### src/verilog/ssm_pkg.sv
// constants for the signal-strength measurement block
// assumes a single 20 MHz core clock and a spi-style register port
`default_nettype none
package ssm_pkg;
  // register map (6-bit spi address space)
  localparam logic [5:0] SIG_STRENGTH_ADDR = 6'h22;
  localparam logic [5:0] CD_OVERRIDE_ADDR = 6'h2f;
  localparam logic [7:0] CD_OVERRIDE_RESET = 8'h00;
  localparam int CD_OVERRIDE_BIT = 7;
  localparam int STRENGTH_W = 5;
  localparam int VALID_BIT = 5;
  // spi command byte layout
  localparam int CMD_DIR_BIT = 7;
  localparam int CMD_INC_BIT = 6;
  localparam logic [7:0] READ_ZERO = 8'h00;
  // carrier persistence time before an automatic conversion
  localparam int CD_TIME_US = 50;
  localparam int CLK_FREQ_MHZ = 20;
  localparam int CD_CYCLES = CD_TIME_US * CLK_FREQ_MHZ;
  localparam int CD_CNT_W = 11;
  localparam logic [CD_CNT_W-1:0] CD_LIMIT = CD_CNT_W'(CD_CYCLES);
  typedef enum logic [1:0] {
    ST_OFF = 2'b00,
    ST_ARMED = 2'b01,
    ST_CONVERT = 2'b10,
    ST_HALT = 2'b11
  } ssm_state_e;
endpackage
`default_nettype wire

### src/verilog/ssm_top.sv
// signal-strength measurement control with its spi register port
// assumes rxOn, adcDone and adcData come from core_clk logic; spi pins and carrierSense are asynchronous
// How it works
// - a read of the strength register returns the latest on-channel power reading.
// - a carrier held above the noise floor for over 50 us starts a conversion on its own.
// - a finished conversion puts the 5-bit value in bits 4:0 and sets the valid flag in bit 5.
// - after one conversion the machine halts until the receiver is switched off and on again.
// - setting bit 7 of the override register acts as a detected carrier and starts a conversion.
`default_nettype none
module ssm_top (
  input wire logic core_clk,
  input wire logic rst,
  input wire logic spiSck,
  input wire logic spiMosi,
  input wire logic spiSsN,
  output logic spiMiso,
  input wire logic rxOn,
  input wire logic carrierSense,
  output logic adcStart,
  input wire logic adcDone,
  input wire logic [ssm_pkg::STRENGTH_W-1:0] adcData
);
  ////////////////////////////////////////////////////////////////////////////
  // input synchronisers
  logic sckS, mosiS, ssNS, carrierS, sckPrev;
  ssm_sync #(.WIDTH(4)) u_sync (
    .core_clk(core_clk),
    .rst(rst),
    .d({spiSck, spiMosi, spiSsN, carrierSense}),
    .q({sckS, mosiS, ssNS, carrierS})
  );

  ////////////////////////////////////////////////////////////////////////////
  // spi slave: mode 0, command byte then data bytes
  logic [2:0] bitCnt;
  logic firstByte, isWrite, autoInc;
  logic [5:0] addr;
  logic [6:0] rxShift;
  logic [7:0] txShift;
  logic [7:0] cdOverride;
  logic [ssm_pkg::STRENGTH_W-1:0] strengthValue;
  logic strengthValid;
  ssm_pkg::ssm_state_e state, next_state;
  logic [ssm_pkg::CD_CNT_W-1:0] cdCount;

  wire spiActive = ~ssNS;
  wire sckRise = sckS & ~sckPrev;
  wire sckFall = ~sckS & sckPrev;
  wire [7:0] rxByte = {rxShift, mosiS};
  wire byteDone = spiActive & sckRise & (bitCnt == 3'h7);
  wire cmdDone = byteDone & firstByte;
  wire dataDone = byteDone & ~firstByte;
  wire [5:0] cmdAddr = rxByte[5:0];
  wire [5:0] stepAddr = autoInc ? 6'(addr + 6'h01) : addr;
  wire [5:0] loadAddr = cmdDone ? cmdAddr : stepAddr;
  wire loadIsWrite = cmdDone ? rxByte[ssm_pkg::CMD_DIR_BIT] : isWrite;
  wire [7:0] strengthByte = {2'b00, strengthValid, strengthValue};
  // unmapped addresses read as zero; only the two measurement registers live here
  wire [7:0] loadData = (loadAddr == ssm_pkg::SIG_STRENGTH_ADDR) ? strengthByte :
                        (loadAddr == ssm_pkg::CD_OVERRIDE_ADDR) ? cdOverride : ssm_pkg::READ_ZERO;
  wire ovrWrite = dataDone & isWrite & (addr == ssm_pkg::CD_OVERRIDE_ADDR);
  wire forceCd = cdOverride[ssm_pkg::CD_OVERRIDE_BIT];

  always_ff @(posedge core_clk or posedge rst) begin
    if (rst) begin
      sckPrev <= 1'b0;
      bitCnt <= 3'h0;
      firstByte <= 1'b1;
      isWrite <= 1'b0;
      autoInc <= 1'b0;
      addr <= 6'h00;
      rxShift <= 7'h00;
    end else begin
      sckPrev <= sckS;
      if (!spiActive) begin
        bitCnt <= 3'h0;
        firstByte <= 1'b1;
      end else if (sckRise) begin
        rxShift <= rxByte[6:0];
        bitCnt <= 3'(bitCnt + 3'h1);
        if (cmdDone) begin
          firstByte <= 1'b0;
          isWrite <= rxByte[ssm_pkg::CMD_DIR_BIT];
          autoInc <= rxByte[ssm_pkg::CMD_INC_BIT];
          addr <= cmdAddr;
        end else if (dataDone) begin
          addr <= stepAddr;
        end
      end
    end
  end

  // read data is loaded at the end of each byte so bit 7 is out before the next rising sck
  always_ff @(posedge core_clk or posedge rst) begin
    if (rst) begin
      txShift <= 8'h00;
      spiMiso <= 1'b0;
    end else if (byteDone && !loadIsWrite) begin
      txShift <= loadData;
    end else if (spiActive && sckFall) begin
      spiMiso <= txShift[7];
      txShift <= {txShift[6:0], 1'b0};
    end
  end

  always_ff @(posedge core_clk or posedge rst) begin
    if (rst) begin
      cdOverride <= ssm_pkg::CD_OVERRIDE_RESET;
    end else if (ovrWrite) begin
      cdOverride <= rxByte;
    end
  end

  ////////////////////////////////////////////////////////////////////////////
  // measurement state machine
  wire cdPersisted = carrierS & (cdCount == ssm_pkg::CD_LIMIT);
  always_comb begin
    next_state = state;
    case (state)
      ssm_pkg::ST_OFF: begin
        if (rxOn) next_state = ssm_pkg::ST_ARMED;
      end
      ssm_pkg::ST_ARMED: begin
        if (!rxOn) next_state = ssm_pkg::ST_OFF;
        else if (forceCd || cdPersisted) next_state = ssm_pkg::ST_CONVERT;
      end
      ssm_pkg::ST_CONVERT: begin
        if (adcDone) next_state = ssm_pkg::ST_HALT;
        else if (!rxOn) next_state = ssm_pkg::ST_OFF;
      end
      ssm_pkg::ST_HALT: begin
        // no retrigger here, neither by carrier nor override
        if (!rxOn) next_state = ssm_pkg::ST_OFF;
      end
      default: next_state = ssm_pkg::ST_OFF;
    endcase
  end

  always_ff @(posedge core_clk or posedge rst) begin
    if (rst) begin
      state <= ssm_pkg::ST_OFF;
      cdCount <= '0;
      adcStart <= 1'b0;
      strengthValue <= '0;
      strengthValid <= 1'b0;
    end else begin
      state <= next_state;
      // counter saturates so a long carrier cannot wrap back to zero
      if (!carrierS || state != ssm_pkg::ST_ARMED) cdCount <= '0;
      else if (cdCount != ssm_pkg::CD_LIMIT) cdCount <= ssm_pkg::CD_CNT_W'(cdCount + 1'b1);
      adcStart <= (state == ssm_pkg::ST_ARMED) && (next_state == ssm_pkg::ST_CONVERT);
      if (state == ssm_pkg::ST_OFF && rxOn) begin
        strengthValid <= 1'b0;
      end else if (state == ssm_pkg::ST_CONVERT && adcDone) begin
        strengthValue <= adcData;
        strengthValid <= 1'b1;
      end
    end
  end

  ////////////////////////////////////////////////////////////////////////////
  // assertions
  property p_read_strength;
    @(posedge core_clk) disable iff (rst)
    (cmdDone && !rxByte[ssm_pkg::CMD_DIR_BIT] && cmdAddr == ssm_pkg::SIG_STRENGTH_ADDR)
      |=> txShift == {2'b00, $past(strengthValid), $past(strengthValue)};
  endproperty
  a_read_strength: assert property (p_read_strength) else $error("strength read loads wrong byte");

  property p_carrier_start;
    @(posedge core_clk) disable iff (rst)
    (state == ssm_pkg::ST_ARMED && rxOn && !forceCd && carrierS && cdCount == ssm_pkg::CD_LIMIT)
      |=> (state == ssm_pkg::ST_CONVERT) && adcStart;
  endproperty
  a_carrier_start: assert property (p_carrier_start) else $error("persistent carrier did not start");

  property p_no_early_start;
    @(posedge core_clk) disable iff (rst)
    (state == ssm_pkg::ST_ARMED && !forceCd && cdCount != ssm_pkg::CD_LIMIT) |=> state != ssm_pkg::ST_CONVERT;
  endproperty
  a_no_early_start: assert property (p_no_early_start) else $error("conversion began before 50 us");

  property p_latch_result;
    @(posedge core_clk) disable iff (rst)
    (state == ssm_pkg::ST_CONVERT && adcDone)
      |=> strengthValid && strengthValue == $past(adcData) && state == ssm_pkg::ST_HALT;
  endproperty
  a_latch_result: assert property (p_latch_result) else $error("conversion result not latched");

  property p_halt_holds;
    @(posedge core_clk) disable iff (rst)
    (state == ssm_pkg::ST_HALT && rxOn) |=> (state == ssm_pkg::ST_HALT) && !adcStart;
  endproperty
  a_halt_holds: assert property (p_halt_holds) else $error("halt left while receiver on");

  property p_force_start;
    @(posedge core_clk) disable iff (rst)
    (state == ssm_pkg::ST_ARMED && rxOn && forceCd) |=> adcStart ##1 !adcStart;
  endproperty
  a_force_start: assert property (p_force_start) else $error("override did not start one conversion");

  property p_rearm;
    @(posedge core_clk) disable iff (rst)
    (state == ssm_pkg::ST_OFF && rxOn) |=> (state == ssm_pkg::ST_ARMED) && !strengthValid;
  endproperty
  a_rearm: assert property (p_rearm) else $error("receive entry did not re-arm");

  property p_override_write;
    @(posedge core_clk) disable iff (rst)
    ovrWrite |=> cdOverride == $past(rxByte);
  endproperty
  a_override_write: assert property (p_override_write) else $error("override write not stored");

  property p_single_start;
    @(posedge core_clk) disable iff (rst)
    adcStart |-> (state == ssm_pkg::ST_CONVERT) ##1 !adcStart;
  endproperty
  a_single_start: assert property (p_single_start) else $error("start pulse not single");

  // a conversion cut short by switching off must not leave a valid flag behind
  property p_abandon;
    @(posedge core_clk) disable iff (rst)
    (state == ssm_pkg::ST_CONVERT && !rxOn && !adcDone) |=> (state == ssm_pkg::ST_OFF) && $stable(strengthValid);
  endproperty
  a_abandon: assert property (p_abandon) else $error("abandoned conversion touched valid");
endmodule
`default_nettype wire

### src/verilog/ssm_sync.sv
// two-flop synchroniser for a bundle of independent levels
// assumes each bit is a slow level; no bus coherence across bits
`default_nettype none
module ssm_sync #(
  parameter int WIDTH = 1
) (
  input wire logic core_clk,
  input wire logic rst,
  input wire logic [WIDTH-1:0] d,
  output logic [WIDTH-1:0] q
);
  logic [WIDTH-1:0] meta;
  always_ff @(posedge core_clk or posedge rst) begin
    if (rst) begin
      meta <= '0;
      q <= '0;
    end else begin
      meta <= d;
      q <= meta;
    end
  end
endmodule
`default_nettype wire

### config.mk
export PLATFORM = sky130hd
export DESIGN_NAME = ssm_top
export DESIGN_NICKNAME = d
export VERILOG_FILES = /design/src/verilog/ssm_pkg.sv /design/src/verilog/ssm_top.sv /design/src/verilog/ssm_sync.sv
export SDC_FILE = /design/constraint.sdc
export NUM_CORES = 1
export LEC_CHECK = 0
export BUFFER_PORTS_ARGS = -buffer_cell sky130_fd_sc_hd__buf_2
export CAP_MARGIN = 15
export CORE_ASPECT_RATIO = 0.5
export CORE_MARGIN = 4
export CORE_UTILIZATION = 30
export CTS_CLUSTER_SIZE = 30
export DETAILED_ROUTE_END_ITERATION = 8
export GPL_TIMING_DRIVEN = 0
export PLACE_DENSITY_LB_ADDON = 0.25
export SETUP_SLACK_MARGIN = 0.4
export SYNTH_ARGS = -nofsm -noshare
export SYNTH_HDL_FRONTEND = slang
export SYNTH_HIERARCHICAL = 1
export SYNTH_SLANG_ARGS = --single-unit
### constraint.sdc
create_clock -name core_clk -period 2.17 [get_ports core_clk]
set_clock_uncertainty 0.2 [all_clocks]
set_input_delay 0.3255 -clock core_clk [delete_from_list [all_inputs] [get_ports core_clk]]
set_output_delay 0.3255 -clock core_clk [all_outputs]
set_load 0.03 [all_outputs]
==> run metrics, run 1 <==
period utilization 0.999; clk slew on worst S/H paths about 50 ps; via/cell ratio roughly 5; Mapped Area between 3000 and 4000 sq um; dpl cells 428; Worst R2R Start bitCnt[0]; Seq/Total Area, Yosys 0.535; gr ovfl total 0; Flop pwr share 0.473; I/O pins 15; Syn Nets 296; htree depth 3; pwr dens 735 nW/um^2; nets@finish 342; yosys warns 6; TritonRoute pass-1 iters 4; share of layout cells above drive strength 1 0.384; TritonCTS buffer count 9; Clock Latency Late Sink 320 ps; Area Growth Syn to Fin 32.3%; Worst Max-Slew Pin Slew around 600 ps; RePlAce Congestion between 0.7 and 0.8; Place WS -199 ps; Max Cap Violations 0; Core ar. 9670 sq um; Crit. path cell count 8; CP bufs+invs 0; CP Class reg2reg; Sw Share 0.234; Longest Clk Path Bufs 2; Worst Setup SP bitCnt[0]; detailed-route wire length per cell approximately 14 microns; endpoints failing hold 0; CTS root buf clkbuf_16; Critical-path top delay cell or4_4; die height about 79 microns; family with the most delay on the worst path simple AND/OR/NAND/NOR gates; worst vdd ir roughly 360 uV; cells on worst reg2reg path 8; Gate power share 0.073; TritonCTS clock tree built; WP data arrival 2210 ps; Final Non-Filler Cells approximately 460; Avg Inst Size Synth 11.0 sq um; Filler cells 901; dpl hpwl about 4.3 mm; Netlist cell types 50; initial antenna violation count 0; Slew headroom 0.597; final max-slew violation count 0; Setup crit end kind flip-flop; all-layer global routing usage 0.116; number of remaining DRC errors 0; Hold Path Class in2reg; number of nets with antenna violations after routing 0; RSZ-0062 raised after global routing true; Cell Rows 25; leakage approximately 1.7 nW; initial DRC count around 180; FF+latch count, synth 65; clk sinks 65; status complete, no violations; # setup viols final 0; synthesized instance count approximately 280; RR Endpoint txShift[4]; Psw just under 700 uW; Synth async-reset ratio 1.00; total vias in the final route 2,249; fin util 0.417; Post-synth EDFFs 0; vias in the first global route between 2,000 and 2,500; worst path required time 2210 ps; Main synth FF type dfrtp_1; Port Buffers 14; die area 11,900 sq um; die width approximately 150 microns; post-layout minimum cycle time 2170 ps; Ant. Diodes 0; critical-path cell list ha_2 > ha_4 > and4bb_4 > nand2_4 > or4_4 > o21ai_4 > nand3_2 > a31oi_2; Final WS setup roughly 2.6 ps; slowest stage delay, CP roughly 430 ps; FF-to-FF setup slack ~2.6 ps; DRT Wirelength 6.42 mm; crit path to txShift[4]; area of the multi-input gates between 1500 and 2000 sq um; initial core utilization 0.315; placed cell area ~3300 sq um; global-route wire length before repair 11.0 mm; largest net degree at the start of global routing 38; FF/Latch Area 1630 sq um; worst-path fanout max 6; design area about 4000 sq um; Clock Power Share 0.454; max frequency roughly 460 MHz; crit start category flip-flop; Int Pwr approximately 2.3 mW
==> power by group through the flow <==
stage	combinational [mW]	clock [mW]	sequential (mW)
after global placement	0.184	0	1.41
after global routing	0.243	1.45	1.41
after CTS	0.215	1.38	1.40
final	0.216	1.34	1.40
after floorplan	0.137	0	1.38
after detailed placement	0.196	0	1.42
==> through the flow <==
stage | hold WS, ps | total power [mW] | setup TNS (ps)
5_1_grt | 28.1 | 3.10 | -446
2_1_floorplan | -58.8 | 1.52 | 0
3_5_place_dp | 108 | 1.61 | -1520
3_3_place_gp | 99.8 | 1.60 | -1030
6_report | 32.0 | 2.96 | 0
4_1_cts | 21.2 | 3.00 | 0
==> cell families (layout without fill, tap and decap cells) <==
| kind of cell | after synthesis | count (layout) | share of synthesized area |
|---|---|---|---|
| flip-flops | 65 | 65 | 0.535 |
| AND/OR/NAND/NOR | 96 | 96 | 0.169 |
| AO/OA/AOI/OAI | 51 | 51 | 0.109 |
| XOR/XNOR | 12 | 12 | 0.0345 |
| multiplexers | 28 | 28 | 0.102 |
| buffers and inverters | 21 | 71 | 0.0308 |
| adder cells (fa/ha/maj) | 5 | 5 | 0.0205 |
==> state kept, by name, summed over array words and instances, names as in the netlist <==
signal and flops:
addr 6, rxShift 7, adcStart 1, isWrite 1
cdOverride 8, sckPrev 1, spiMiso 1, bitCnt 3
strengthValid 1, autoInc 1, firstByte 1, txShift 8
u_sync/q 4, state 2, strengthValue 5, u_sync/meta 4
cdCount 11
==> cells in the mapped netlist, types with 2 or more instances <==
master    number  area (sq um)
a21oi_1       11          55.1
a22oi_1        3          22.5
a31oi_1        5          31.3
a32oi_1        3          26.3
and3_1         3          18.8
buf_2          4          20.0
clkbuf_1       6          22.5
clkbuf_2       2          10.0
dfrtp_1       64          1600
ha_1           5          62.6
inv_1          8          30.0
mux2_2        24           270
mux2i_1        4          40.0
nand2_1       21          78.8
nand2b_1       2          12.5
nand3_1       14          70.1
nand4_1        2          12.5
nand4b_1       2          17.5
nor2_1        27           101
nor2b_1        5          31.3
nor3_1         4          20.0
nor3b_1        2          15.0
nor4_1         2          12.5
o211ai_1       2          15.0
o21ai_0       17          85.1
or3_1          2          12.5
xnor2_1        8          70.1
xor2_1         4          35.0
==> worst min-delay path by stage <==
stage	from	endpoint	slack, ps	cells past startpoint
finish	adcData[0]	strengthValue[0]	30	2
detailed placement	rst	u_sync/q[3]	110	2
global placement	rst	u_sync/q[3]	100	2
CTS	adcData[0]	strengthValue[0]	20	2
global route	adcData[1]	strengthValue[1]	30	2
floorplan	rst	u_sync/meta[0]	-60	1
==> layout by cell type (no fill, tap or decap), types with 5 or more instances in the layout <==
| master | Yosys | layout |
|---|---|---|
| a21oi_1 | 11 | 9 |
| buf_2 | 4 | 18 |
| xnor2_1 | 8 | 7 |
| mux2_2 | 24 | 15 |
| o21ai_0 | 17 | 8 |
| nand2_1 | 21 | 21 |
| nand3_1 | 14 | 9 |
| dlygate4sd3_1 | 0 | 5 |
| dfrtp_1 | 64 | 61 |
| inv_1 | 8 | 5 |
| o21ai_1 | 0 | 5 |
| buf_4 | 0 | 12 |
| mux2_4 | 0 | 9 |
| clkbuf_16 | 0 | 9 |
| nor2_1 | 27 | 27 |
==> what timing repair did <==
item | 4_1_cts | 5_1_grt
hold buffers | 5 | 0
hold endpoints to repair | 32 | 0
pin swaps | 16 | 21
setup buffers | 13 | 2
setup endpoints to repair | 32 | 41
gates resized for setup | 20 | 49
==> metal layers <==
metal / vias up / part of all wire / GRT usage
li1: 1081 / - / -
met1: 1121 / 0.48 / 0.151
met2: 34 / 0.48 / 0.181
met3: 13 / 0.032 / 0.0365
met4: 0 / 0.017 / 0.0411
met5: - / 0 / 0
==> cell type report <==
type	count	area share
clock buffer	13	0.0671
buffer	13	0.0214
timing repair buffer	35	0.0665
clock inverter	2	0.00311
sequential	65	0.405
inverter	8	0.00839
multi-input combinational	192	0.386
tap	135	0.0419
Note: power is estimated with default switching activity, not from simulation.
==> inputs of run 2 (changes only) <==
--- a/config.mk
+++ b/config.mk
@@ -5,13 +5,13 @@
 export SDC_FILE = /design/constraint.sdc
 export NUM_CORES = 1
 export LEC_CHECK = 0
-export BUFFER_PORTS_ARGS = -buffer_cell sky130_fd_sc_hd__buf_2
 export CAP_MARGIN = 15
 export CORE_ASPECT_RATIO = 0.5
 export CORE_MARGIN = 4
 export CORE_UTILIZATION = 30
 export CTS_CLUSTER_SIZE = 30
 export DETAILED_ROUTE_END_ITERATION = 8
+export DONT_BUFFER_PORTS = 1
 export GPL_TIMING_DRIVEN = 0
 export PLACE_DENSITY_LB_ADDON = 0.25
 export SETUP_SLACK_MARGIN = 0.4
==> run metrics, run 2 (synthesis results as in run 1) <==
post-layout minimum cycle time 2170 ps (+7.17 ps); Ant. Diodes 0 (unchanged); Port Buffers 0 (-14); global-route wire length before repair 11.2 mm (+1.4%); initial DRC count 153 (-16%); final max-slew violation count 0 (unchanged); Psw 730 uW (+5.2%); worst path required time 2210 ps (about the same); critical-path cell list ha_2 > ha_4 > and4bb_4 > nand2_4 > or4_4 > o21ai_4 > nand3_1 > a31oi_1; total vias in the final route 2,208 (-1.8%); Clock Power Share 0.483 (+0.029); Longest Clk Path Bufs 2 (unchanged); initial core utilization 0.315 (unchanged); commonest non-fill, non-tap cell in the layout dfrtp_1; setup TNS -4.62 ps (-4.62 ps); gr ovfl total 0 (unchanged); Worst Max-Slew Pin Slew 568 ps (-34.2 ps); slowest stage delay, CP 430 ps (about the same); Worst R2R Start bitCnt[1]; Critical-path top delay cell or4_4; clk sinks 65 (unchanged); Hold Path Class in2reg; period utilization 1.00 (+0.00330); all-layer global routing usage 0.118 (+0.00234); Slew headroom 0.620 (+0.0229); worst hold slack 134 ps (+102 ps); Max Cap Violations 0 (unchanged); violated checks setup timing; via/cell ratio 4.74 (-2.5%); RePlAce Congestion 0.771 (-2.8%); crit start category flip-flop; Final WS setup -4.62 ps (-7.17 ps); DRT Wirelength 6.59 mm (+2.6%); Sw Share 0.233 (-0.00147); Int Pwr 2.41 mW (+6.1%); max frequency 460 MHz (-0.33%); Clock Latency Late Sink 320 ps (about the same); worst vdd ir 379 uV (+5.9%); Area Growth Syn to Fin 34.7%; status finished, violations left; RR Endpoint txShift[4]; endpoints failing hold 0 (unchanged); CTS root buf clkbuf_16; Hold EP strengthValid; Filler cells 902 (+0.11%); CP Class reg2reg; I/O pins 15 (unchanged); TritonCTS buffer count 9 (unchanged); htree depth 3 (unchanged); worst-path fanout max 6 (unchanged); pwr dens 764 nW/um^2 (+4.0%); number of remaining DRC errors 0 (unchanged); Gate power share 0.064 (-0.009); clk slew on worst S/H paths 50 ps (about the same); cells on worst reg2reg path 8 (unchanged); RSZ-0062 raised after global routing true; vias in the first global route 2,221 (-3.4%); number of nets with antenna violations after routing 0 (unchanged); WP data arrival 2220 ps (about the same); FF-to-FF setup slack -5 ps (about the same); Flop pwr share 0.453 (-0.020); Core ar. 9670 sq um (unchanged); # setup viols final 1 (+1); leakage 1.75 nW (+2.1%); dpl hpwl 4.26 mm (-1.0%); TritonRoute pass-1 iters 4 (unchanged); Setup crit end kind flip-flop; share of layout cells above drive strength 1 0.350 (-0.0337); initial antenna violation count 0 (unchanged); largest net degree at the start of global routing 35 (-7.9%); biggest registers after layout cdCount: 11 flops, cdOverride: 8 flops, txShift: 8 flops; die area 11,900 sq um (unchanged); detailed-route wire length per cell 14.1 microns (+2.0%); die height 79.2 microns (unchanged); HP Start adcDone; TritonCTS clock tree built; most frequent cells in the layout dfrtp_1 (61), nor2_1 (27), buf_4 (20), nand2_1 (19), mux2_2 (15); hold depth 3 (+1); Cell Rows 25 (unchanged); die width 150 microns (unchanged); largest reg by FF count cdCount; nets@finish 344 (+0.58%); Largest register FFs 11 (unchanged)
## run 2: changes by cell type in the layout (fill, tap and decap cells not counted), sizes merged
cell	change
buf	-2
bufinv	+2
clkbuf	-5
clkinv	+2
dlygate4sd3	+6
## run 2: cell type report
type	instances	area, sq um	share of cell area
Buffer	13	90.1	0.0220
Inverter	8	33.8	0.00824
Clock buffer	10	229	0.0558
Timing Repair Buffer	37	330	0.0805
Tap cell	135	169	0.0412
Sequential cell	65	1630	0.398
Multi-Input combinational cell	192	1540	0.374
Clock inverter	6	82.6	0.0201
## run 2: timing repair
action                                  CTS  global route
pin swaps                                12            12
hold buffers                             11             0
gates resized for setup                  36            24
buffers inserted                         19             5
gates cloned                              1             0
endpoints found under the setup margin   34            37
endpoints found under the hold margin    44             0
## run 2: power groups by stage
stage	clock network, mW	registers [mW]	logic [mW]
CTS	1.55	1.42	0.198
global route	1.61	1.43	0.225
floorplan	0	1.38	0.137
global placement	0	1.43	0.154
detailed placement	0	1.43	0.163
finish	1.52	1.42	0.200
## run 2: through the flow
step           area, sq um  setup slack (ps)  std cells  utilization  power [mW]
2_1_floorplan         3080               115        278            -        1.52
3_3_place_gp          3250              -126        413        0.337        1.58
3_5_place_dp          3270              -125        414        0.339        1.60
4_1_cts               3990              12.5        461        0.413        3.17
5_1_grt               4100             -84.6        466        0.424        3.27
6_report              4100             -4.62        466        0.424        3.14
## run 2: routing by layer
metal,track usage,share of wire,wire [microns],up-vias
li1,-,-,-,1090
met1,0.159,0.49,3250,1090
met2,0.185,0.47,3110,21
met3,0.0308,0.023,153,7
met4,0.0392,0.012,79,0
met5,0,0,0,-
## run 2: critical path, delay by kind of cell (launching register included)
| kind | cells | cell delay (ps) |
|---|---|---|
| adder cells (fa/ha/maj) | 2 | 330 |
| AND/OR/NAND/NOR | 4 | 910 |
| AO/OA/AOI/OAI | 2 | 300 |
| flip-flops | 1 | 350 |
## run 2: worst max path at each step
stage	slack, ps	depth (start not counted)	start	to
after detailed placement	-120	8	addr[0]	txShift[6]
after CTS	10	8	addr[4]	txShift[3]
after global routing	-80	9	bitCnt[0]	txShift[1]
final	-5	8	bitCnt[1]	txShift[4]
after floorplan	120	6	bitCnt[0]	cdOverride[0]
after global placement	-130	8	addr[0]	txShift[6]
